[src/inc/freq_pull_pkg.sv]
package freq_pull_pkg;

    // ****************************************************************
    // widths
    // ****************************************************************
    localparam int ADDR_W = 8;
    localparam int DATA_W = 16;
    localparam int WORD_W = 26;
    localparam int LOW_W  = 16;
    localparam int HIGH_W = 10;
    localparam int CODE_W = 4;
    localparam int SPAN_W = 14;
    localparam int RES_W  = 7;

    // ****************************************************************
    // register offsets, field positions, reset values
    // ****************************************************************
    localparam logic [ADDR_W-1:0] FREQ_LOW_OFS   = 8'h00;
    localparam logic [ADDR_W-1:0] DRIVE_HIGH_OFS = 8'h01;
    localparam logic [ADDR_W-1:0] PULL_SPAN_OFS  = 8'h02;
    localparam int                HIGH_LSB       = 0;
    localparam int                OE_BIT         = 10;
    localparam int                CODE_LSB       = 0;
    localparam logic [LOW_W-1:0]  FREQ_LOW_RST   = 16'h0000;
    localparam logic [HIGH_W-1:0] FREQ_HIGH_RST  = 10'h000;
    localparam logic              DRIVE_OE_RST   = 1'b0;
    localparam logic [CODE_W-1:0] PULL_CODE_RST  = 4'h0;
    localparam logic [DATA_W-1:0] READ_ZERO      = 16'h0000;

    // ****************************************************************
    // offset word limits
    // ****************************************************************
    localparam logic [WORD_W-1:0] WORD_RST      = 26'h0000000;
    localparam logic [WORD_W-1:0] WORD_NEG_FULL = 26'h2000000;
    localparam logic [WORD_W-1:0] WORD_NEG_LIM  = 26'h2000001;

    // ****************************************************************
    // half pull span per code, in quarter ppm, code 0 narrowest
    // ****************************************************************
    localparam logic [15:0][SPAN_W-1:0] SPAN_TABLE = {
        14'h3200, 14'h1900, 14'h12C0, 14'h0C80,
        14'h0960, 14'h0640, 14'h0320, 14'h0258,
        14'h01F4, 14'h0190, 14'h0140, 14'h00C8,
        14'h0064, 14'h0032, 14'h0028, 14'h0019};

    // step of one count, in units of 1e-12
    localparam logic [15:0][RES_W-1:0] RES_TABLE = {
        7'h5E, 7'h2F, 7'h20, 7'h15, 7'h0E, 7'h0A, 7'h05, 7'h05,
        7'h05, 7'h05, 7'h05, 7'h05, 7'h05, 7'h05, 7'h05, 7'h05};

    // ****************************************************************
    // types
    // ****************************************************************
    typedef enum logic [1:0] {
        ST_STRAP = 2'b01,
        ST_RUN   = 2'b10
    } ctrl_state_t;

    typedef struct packed {
        logic              wr;
        logic              rd;
        logic [ADDR_W-1:0] addr;
        logic [DATA_W-1:0] wdata;
    } reg_req_t;

    typedef struct packed {
        logic [WORD_W-1:0] word;
        logic [SPAN_W-1:0] span;
        logic [RES_W-1:0]  res;
    } pull_cfg_t;

endpackage

[src/rtl/freq_pull_limiter.sv]
`timescale 1ns/1ps
`default_nettype none

module freq_pull_limiter
    import freq_pull_pkg::*;
(
    // request
    input  wire logic [freq_pull_pkg::WORD_W-1:0] word_in,
    input  wire logic [freq_pull_pkg::CODE_W-1:0] code,
    // result
    output logic      [freq_pull_pkg::WORD_W-1:0] word_out,
    output logic      [freq_pull_pkg::SPAN_W-1:0] span,
    output logic      [freq_pull_pkg::RES_W-1:0]  res
);

    // ****************************************************************
    // saturation and table lookup
    // ****************************************************************

    // full negative scale would overshoot the span by one count
    always_comb begin
        if (word_in == WORD_NEG_FULL) begin
            word_out = WORD_NEG_LIM;
        end else begin
            word_out = word_in;
        end
    end

    // codes ascend in width; step grows only for the wide spans
    always_comb begin
        span = SPAN_TABLE[code];
        res  = RES_TABLE[code];
    end

endmodule

`default_nettype wire

[src/rtl/freq_pull_control_regs.sv]
// Overview of operation
// - power-up uses nominal frequency, factory pull span
// - accepts writes to pull span and offset
// - commanded deviation clamped to selected span
// - four-bit code picks one of sixteen spans
// - offset word is 26-bit two's complement
// - offset word resets to zero
// - low bits at 0x00, high bits 0x01[9:0]
// - offset applied only on high word write
// - drive bit acts only under software mode
// - count step depends on selected span
// - drive bit zero disables, one enables driver
// - unused high-register bits read zero
`timescale 1ns/1ps
`default_nettype none

module freq_pull_control_regs (
    // clock, reset, enable
    input  wire logic                        sys_clk,
    input  wire logic                        resetn,
    input  wire logic                        ce,
    // decoded register access
    input  wire freq_pull_pkg::reg_req_t     req,
    output logic [freq_pull_pkg::DATA_W-1:0] rdata,
    // factory straps and pin
    input  wire logic [freq_pull_pkg::CODE_W-1:0] factory_pull_code,
    input  wire logic                        sw_oe_mode,
    input  wire logic                        oe_pin,
    // to the pulling loop and driver
    output freq_pull_pkg::pull_cfg_t         cfg,
    output logic                             update_pulse,
    output logic                             drive_enable
);
    import freq_pull_pkg::*;

    // ****************************************************************
    // decode
    // ****************************************************************
    function automatic logic is_reg(input logic [ADDR_W-1:0] a,
                                    input logic [ADDR_W-1:0] ofs);
        is_reg = (a == ofs);
    endfunction

    ctrl_state_t       state_reg;
    logic [LOW_W-1:0]  low_reg;
    logic [HIGH_W-1:0] high_reg;
    logic              oe_reg;
    logic              sw_mode_reg;
    logic [CODE_W-1:0] code_reg;
    logic [WORD_W-1:0] word_next;
    logic [SPAN_W-1:0] span_next;
    logic [RES_W-1:0]  res_next;
    logic              run;
    logic              wr_low;
    logic              wr_high;
    logic              wr_pull;

    assign run     = (state_reg == ST_RUN);
    assign wr_low  = run && req.wr && is_reg(req.addr, FREQ_LOW_OFS);
    assign wr_high = run && req.wr && is_reg(req.addr, DRIVE_HIGH_OFS);
    assign wr_pull = run && req.wr && is_reg(req.addr, PULL_SPAN_OFS);

    // ****************************************************************
    // strap capture
    // ****************************************************************

    // straps are sampled one cycle after release, not under reset
    always_ff @(posedge sys_clk or negedge resetn) begin
        if (!resetn) begin
            state_reg <= ST_STRAP;
        end else if (ce) begin
            case (state_reg)
                ST_STRAP: state_reg <= ST_RUN;
                ST_RUN:   state_reg <= ST_RUN;
                default:  state_reg <= ST_STRAP;
            endcase
        end
    end

    // output-enable mode is fixed by configuration
    always_ff @(posedge sys_clk or negedge resetn) begin
        if (!resetn) begin
            sw_mode_reg <= 1'b0;
        end else if (ce && !run) begin
            sw_mode_reg <= sw_oe_mode;
        end
    end

    // ****************************************************************
    // registers
    // ****************************************************************

    // low word only stages the value
    always_ff @(posedge sys_clk or negedge resetn) begin
        if (!resetn) begin
            low_reg <= FREQ_LOW_RST;
        end else if (ce && wr_low) begin
            low_reg <= req.wdata[LOW_W-1:0];
        end
    end

    // bits 15:11 are never stored, so they read zero
    always_ff @(posedge sys_clk or negedge resetn) begin
        if (!resetn) begin
            high_reg <= FREQ_HIGH_RST;
        end else if (ce && wr_high) begin
            high_reg <= req.wdata[HIGH_LSB +: HIGH_W];
        end
    end

    // under pin control the write is dropped
    always_ff @(posedge sys_clk or negedge resetn) begin
        if (!resetn) begin
            oe_reg <= DRIVE_OE_RST;
        end else if (ce && wr_high && sw_mode_reg) begin
            oe_reg <= req.wdata[OE_BIT];
        end
    end

    // factory span first, software may replace it later
    always_ff @(posedge sys_clk or negedge resetn) begin
        if (!resetn) begin
            code_reg <= PULL_CODE_RST;
        end else if (ce && !run) begin
            code_reg <= factory_pull_code;
        end else if (ce && wr_pull) begin
            code_reg <= req.wdata[CODE_LSB +: CODE_W];
        end
    end

    // ****************************************************************
    // offset word and span
    // ****************************************************************
    freq_pull_limiter u_limiter (
        .word_in  ({req.wdata[HIGH_LSB +: HIGH_W], low_reg}),
        .code     (code_reg),
        .word_out (word_next),
        .span     (span_next),
        .res      (res_next)
    );

    // signed word committed as a whole, so no half-written word is seen
    always_ff @(posedge sys_clk or negedge resetn) begin
        if (!resetn) begin
            cfg.word <= WORD_RST;
        end else if (ce && wr_high) begin
            cfg.word <= word_next;
        end
    end

    // span follows the code one cycle later
    always_ff @(posedge sys_clk or negedge resetn) begin
        if (!resetn) begin
            cfg.span <= SPAN_TABLE[PULL_CODE_RST];
            cfg.res  <= RES_TABLE[PULL_CODE_RST];
        end else if (ce) begin
            cfg.span <= span_next;
            cfg.res  <= res_next;
        end
    end

    // one-cycle strobe when a new offset takes effect
    always_ff @(posedge sys_clk or negedge resetn) begin
        if (!resetn) begin
            update_pulse <= 1'b0;
        end else if (ce) begin
            update_pulse <= wr_high;
        end
    end

    // ****************************************************************
    // driver and readback
    // ****************************************************************

    // pin path is sampled too, so the output is always a flop
    always_ff @(posedge sys_clk or negedge resetn) begin
        if (!resetn) begin
            drive_enable <= 1'b0;
        end else if (ce) begin
            drive_enable <= sw_mode_reg ? oe_reg : oe_pin;
        end
    end

    // unmapped addresses read zero
    always_ff @(posedge sys_clk or negedge resetn) begin
        if (!resetn) begin
            rdata <= READ_ZERO;
        end else if (ce && req.rd) begin
            if (is_reg(req.addr, FREQ_LOW_OFS)) begin
                rdata <= low_reg;
            end else if (is_reg(req.addr, DRIVE_HIGH_OFS)) begin
                rdata <= {5'h00, oe_reg, high_reg};
            end else if (is_reg(req.addr, PULL_SPAN_OFS)) begin
                rdata <= {12'h000, code_reg};
            end else begin
                rdata <= READ_ZERO;
            end
        end
    end

    // ****************************************************************
    // assertions
    // ****************************************************************
    property p_low_no_apply;
        @(posedge sys_clk) disable iff (!resetn)
        (ce && wr_low && !wr_high) |=> $stable(cfg.word);
    endproperty
    a_low_no_apply: assert property (p_low_no_apply)
        else $error("low word write changed offset");

    property p_high_apply;
        @(posedge sys_clk) disable iff (!resetn)
        (ce && wr_high) |=> (cfg.word == $past(word_next)) && update_pulse;
    endproperty
    a_high_apply: assert property (p_high_apply)
        else $error("high word write did not apply offset");

    property p_clamp;
        @(posedge sys_clk) disable iff (!resetn)
        cfg.word != WORD_NEG_FULL;
    endproperty
    a_clamp: assert property (p_clamp)
        else $error("offset beyond pull span");

    property p_zero_at_start;
        @(posedge sys_clk) disable iff (!resetn)
        !run |-> (cfg.word == WORD_RST) && !update_pulse;
    endproperty
    a_zero_at_start: assert property (p_zero_at_start)
        else $error("offset not zero after reset");

    property p_strap;
        @(posedge sys_clk) disable iff (!resetn)
        (ce && !run) |=> (code_reg == $past(factory_pull_code));
    endproperty
    a_strap: assert property (p_strap)
        else $error("factory span not taken");

    property p_pull_write;
        @(posedge sys_clk) disable iff (!resetn)
        (ce && wr_pull) |=> (code_reg == $past(req.wdata[3:0]));
    endproperty
    a_pull_write: assert property (p_pull_write)
        else $error("pull span write lost");

    property p_pin_oe;
        @(posedge sys_clk) disable iff (!resetn)
        (ce && run && !sw_mode_reg) |=> (drive_enable == $past(oe_pin)) && $stable(oe_reg);
    endproperty
    a_pin_oe: assert property (p_pin_oe)
        else $error("pin control not followed");

    property p_sw_oe;
        @(posedge sys_clk) disable iff (!resetn)
        (ce && sw_mode_reg && wr_high) |=> ce [*1] |=> (drive_enable == $past(req.wdata[10], 2));
    endproperty
    a_sw_oe: assert property (p_sw_oe)
        else $error("software drive bit not followed");

    property p_unused_read;
        @(posedge sys_clk) disable iff (!resetn)
        (ce && req.rd && !is_reg(req.addr, FREQ_LOW_OFS)) |=> (rdata[15:11] == 5'h00);
    endproperty
    a_unused_read: assert property (p_unused_read)
        else $error("unused high bits not zero");

    property p_span;
        @(posedge sys_clk) disable iff (!resetn)
        (ce && code_reg <= 4'h9) |=> (cfg.res == 7'h05) && (cfg.span <= 14'h0320);
    endproperty
    a_span: assert property (p_span)
        else $error("span or step wrong for narrow code");

    c_apply:     cover property (@(posedge sys_clk) disable iff (!resetn)
        ce && wr_low ##[1:4] ce && wr_high);
    c_neg_clamp: cover property (@(posedge sys_clk) disable iff (!resetn)
        wr_high && word_next == WORD_NEG_LIM);
    c_widest:    cover property (@(posedge sys_clk) disable iff (!resetn) cfg.span == 14'h3200);
    c_sw_on:     cover property (@(posedge sys_clk) disable iff (!resetn) sw_mode_reg && $rose(drive_enable));

endmodule

`default_nettype wire

[config.mk]
export PLATFORM = sky130hd
export DESIGN_NAME = freq_pull_control_regs
export DESIGN_NICKNAME = d
export VERILOG_FILES = /design/src/inc/freq_pull_pkg.sv /design/src/rtl/freq_pull_limiter.sv /design/src/rtl/freq_pull_control_regs.sv
export SDC_FILE = /design/constraint.sdc
export NUM_CORES = 1
export LEC_CHECK = 0
export BUFFER_PORTS_ARGS = -buffer_cell sky130_fd_sc_hd__buf_2
export CAP_MARGIN = 20
export CORE_ASPECT_RATIO = 0.75
export CORE_MARGIN = 4
export CORE_UTILIZATION = 53
export DETAILED_ROUTE_END_ITERATION = 10
export PLACE_DENSITY = 0.83
export SETUP_SLACK_MARGIN = 0.3
export SYNTH_ARGS = -nofsm -noshare
export SYNTH_HDL_FRONTEND = slang
export SYNTH_SLANG_ARGS = --single-unit
[constraint.sdc]
create_clock -name sys_clk -period 4.7 [get_ports sys_clk]
set_clock_uncertainty 0.15 [all_clocks]
set_input_delay 0.235 -clock sys_clk [delete_from_list [all_inputs] [get_ports sys_clk]]
set_output_delay 0.235 -clock sys_clk [all_outputs]
set_load 0.02 [all_outputs]
# Yosys cells after proc, flatten, opt, wreduce, memory -nomap -nowiden
# Memory sizes are Yosys's and may differ from the RTL's. A register that Yosys moved wholly into a read port is not among the register bits.
# Cells that the tools add are included.
# classes
n_eq_ne	5
muxes	8
reduce_logical	16
# op_table
cell	count
$eq A26 B26 Y1 const B	1
$mux W26	1
$mux W16	1
$mux W4	3
$mux W11	1
$logic_and A1 B1 Y1	10
$eq A8 B1 Y1 const B	1
$eq A8 B2 Y1 const B	1
$logic_not A8 Y1	1
$logic_not A1 Y1	3
$eq A2 B1 Y1 const B	1
$eq A2 B2 Y1 const B	1
$mux W2	1
$reduce_bool A2 Y1	1
$reduce_or A2 Y1	1
$mux W1	1
# totals
regBits	78
romBits	336
inputBits	35
elab_cells	41
mem_count	2
# memory_table
name	depth	word_bits	read_ports	rd_ports_with_merged_regs	write_ports	line_no	source
(no name shown)	16	14	1	1	0	freq_pull_limiter.sv:31	span = SPAN_TABLE[code];
(no name shown)	16	7	1	1	0	freq_pull_limiter.sv:32	res = RES_TABLE[code];

# Longest topological paths before layout
# depth
word_depth	6
depth_mapped	8

# Cells and area by module
# A second synthesis with hierarchy kept.
# hier_totals
cells_unflattened	391
hier_area_um2	4660.7
# by_module_without_submodules
mod	n_inst	cells_per_inst	area_each_um2	seq_area_each_um2
freq_pull_control_regs	1	302	4132.7	2484.9
freq_pull_limiter	1	89	528.0	0.0

# Worst setup path after synthesis
# OpenSTA, ideal clock, no wires.
# synth_timing
path_kind	register to register
from	register state_reg[0]
to	register low_reg[10]
setup_ns	0.125
arrival_ns	1.859
setup_slack_ns	2.566
stages_incl_launch_ff	8
path_buffers	2
cell_sequence	dfstp_2 -> inv_1 -> ha_1 -> and3_1 -> or4b_1 -> buf_6 -> buf_6 -> mux2_4
# synth_between
elab_chain_len	4
# synth_lines
item	line_no	source
start, declared	freq_pull_control_regs.sv:44	ctrl_state_t state_reg;
start signal, assigned	freq_pull_control_regs.sv:70	state_reg <= ST_STRAP;
start signal, assigned	freq_pull_control_regs.sv:73	ST_STRAP: state_reg <= ST_RUN;
start signal, assigned	freq_pull_control_regs.sv:74	ST_RUN: state_reg <= ST_RUN;
$eq A2 B2 Y1	freq_pull_control_regs.sv:58	assign run = (state_reg == ST_RUN);
$logic_and A1 B1 Y1 (2 in series)	freq_pull_control_regs.sv:59	assign wr_low = run && req.wr && is_reg(req.addr, FREQ_LOW_OFS);
$logic_and A1 B1 Y1	freq_pull_control_regs.sv:97	end else if (ce && wr_low) begin
end signal, assigned	freq_pull_control_regs.sv:98	low_reg <= req.wdata[LOW_W-1:0];
end, declared	freq_pull_control_regs.sv:45	logic [LOW_W-1:0] low_reg;
# Every way passes these cells.
# A chain may end at the register's enable or synchronous reset.

# Worst setup path in the final report
# layout_timing
from	register state_reg[0]
to	register low_reg[8]
# Same word-level chain as after synthesis.

==> qor.yml <==
setup_path:
  rrSetupSlack_ps: 2130
  criticalPathCategory: "flop to flop"
  r2r_start: "state_reg[0]"
  worst_setup_path_start_kind: "flop"
  end_kind: "flop"
  worst_ep_required_time_ps: 4800
  arrival_ps: 2660
  crit_fanout: 16
  r2r_end: "low_reg[8]"
  worst-r2r-cell-count: 5
timing:
  setup-violations-final: 0
  slew_headroom_pct: 36.5
  worst_slack_ps: 2130
  rsz0062_at_grt: "false"
  hold_viol_final: 0
  fmax_mhz: 389
  tns_ps: 0
  final_max_slew_viol_count: 0
  final.period_utilization_pct: 54.7
  finalCriticalPeriod_ps: 2570
  worst_slew_pin_slew_ps: 953
grt:
  grt-busiest-layer: "met2"
  grt_pass1_vias: 3304
  grtUsageMet1_pct: 32.9
  grt_use_met3_pct: 7.48
  gr-usage-met2_pct: 34.4
  grt-ovfl-total: 0
  grt_max_degree: 61
  grt_antenna_before_repair: 0
  grt_usage_pct: 22.9
  grt_pass1_wl_microns: 17300
routing:
  wl_microns: 10400
  drt_iter0_drc: 230
  vias_per_cell: 5.38
  vias: 3325
  ant_nets: 0
  drc: 0
  first_pass_iters: 4
  routedWlPerCell_microns: 16.8
logic_synthesis:
  syn_avg_cell_area_sq_um: 10.3
  syn_nets: 452
  synthTopCellsByArea: "dfrtp_1 54%, nand2_1 10%, mux2i_1 4.3%, dfstp_2 3.7%, mux2_4 3.5%"
  synth.distinct_cells: 38
  synth-seq-cells: 97
  yosys_warnings: 0
  synth_seq_area_share_pct: 57.5
  synth_flop_cell: "dfrtp_1"
  netlist_area_sq_um: 4240
  async_flop_share_pct: 100
  syn-instance-count: 410
  yosysTopAreaCellShare_pct: 53.7
  synth-edff-count: 0
  synth_area_leader_cell: "dfrtp_1"
floorplanning:
  core_sq_um: 7570
  die_w_microns: 111
  io-pin-count: 100
  initial_core_util_pct: 56.0
  row_count: 27
  dieArea_sq_um: 9510
  die_y_microns: 85.4
place:
  place.gp.congestion: 0.881
  place_ws_ps: 2020
  place_hpwl_microns: 7260
  port_buffers: 99
  place_area_sq_um: 4760
  place_inst: 588
finish:
  antennaDiodeCount: 0
  final_cells: 618
  area_growth_pct: 21.3
  fin_area_sq_um: 5140
  drive_above_1_share_pct: 28.0
  nFillCells: 603
  largest_reg_flops: 45
  final_nets: 554
job:
  drv_cap: 0
worst_hold_path:
  min-delay-start: "req[2]"
  hold_depth: 3
  hp-class: "input port to flop"
  min_to: "cfg[39]"
run_status:
  status: "finished clean"
pwr:
  p_leak_uw: 0.00283
  irDropWorstVdd_v: 0.000201
  total_power_uw: 2330
  power_density_nw_per_um2: 452
cts:
  clock_path_buffers: 2
  clock_latency_ps: 370
  cts_tree: "yes"
  cts_sinks: 97
  cts_root_buf: "clkbuf_8"
  path_clk_slew_ps: 90
  cts_buffers: 9
  h-tree-depth: 3
  cts_setup_buffers: 0
-- worst max-delay path: stages, from the launching register on --
cell     delay, ps
dfstp_2        370
inv_1           60
ha_1           310
and3_1         250
or4b_1         870
mux2_4         440
-- layout by cell type (no fill, tap or decap), types with 2 or more instances in the layout --
cell           instances
nand2_1              118
buf_2                 98
dfrtp_1               91
o21ai_0               28
inv_1                 18
mux2i_1               18
nor2_1                15
dlygate4sd3_1         14
a21oi_1               11
clkbuf_8              11
mux2_2                10
mux2_4                10
o22ai_1                8
ha_1                   7
dfstp_2                6
nand3_1                5
nor4_1                 5
a22o_1                 5
nor2b_1                4
a2bb2oi_1              4
nand4_1                3
o22a_1                 3
buf_4                  3
and3_1                 2
o211ai_1               2
clkinv_4               2
bufinv_16              2
-- per-layer routing --
layer | wire (microns) | up-vias
li1 | - | 1582
met2 | 4580 | 129
met4 | 93 | 0
met1 | 4860 | 1605
met5 | 0 | -
met3 | 835 | 9
-- final cells by class --
cell class | count | area [sq um] | share of cell area, %
clock inverter | 5 | 86.3 | 1.68
sequential | 97 | 2430 | 47.3
clock buffer | 11 | 151 | 2.94
tap | 101 | 126 | 2.46
timing repair buffer | 115 | 653 | 12.7
multi-input combinational | 271 | 1620 | 31.6
inverter | 18 | 67.6 | 1.31
-- repair_timing --
item / in CTS / in global routing
hold buffers: 14 / 0
resized for setup: 0 / 0
hold endpoints to repair: 59 / 0
-- through the flow --
step / hold WS, ps / util [%]
4_1_cts: 20.2 / 68.0
3_3_place_gp: 73.7 / 63.0
5_1_grt: 21.4 / 68.0
2_1_floorplan: -211 / -
3_5_place_dp: 83.5 / 63.0
6_report: 34.7 / 68.0
-- kinds of logic (layout without fill, tap and decap cells) --
kind of cell	count (synthesis)	count (layout)	synth area share [%]
adders and majority gates	7	7	2.07
muxes	38	38	10.5
DFF	97	97	57.5
AOI/OAI and AO/OA	64	64	9.21
and+or+nand+nor	162	162	16.6
buffers and inverters	42	149	4.25
-- where the power goes --
part	switching (uW)	internal, uW
logic	363	252
clock network	293	333
registers	129	956
total	786	1540
-- synth_stat cells (all sizes together), types with 5 or more instances --
cell	n
o22ai	8
nor2	15
inv	18
nand2	118
nor4	6
nand3	5
a22o	5
ha	7
a21oi	11
buf	8
clkbuf	16
dfrtp	91
mux2	20
mux2i	18
o21ai	28
dfstp	6
-- worst max path at each step --
stage / depth (start not counted) / start / to / slack, ps
finish: 5 / state_reg[0] / low_reg[8] / 2130
floorplan: 7 / state_reg[0] / low_reg[10] / 2570
detailed placement: 4 / ce / low_reg[11] / 2020
CTS: 5 / state_reg[0] / low_reg[8] / 2160
global placement: 5 / ce / oe_reg / 2080
global route: 6 / state_reg[0] / oe_reg / 1960
No activity file was read; power rests on OpenSTA's default activity.
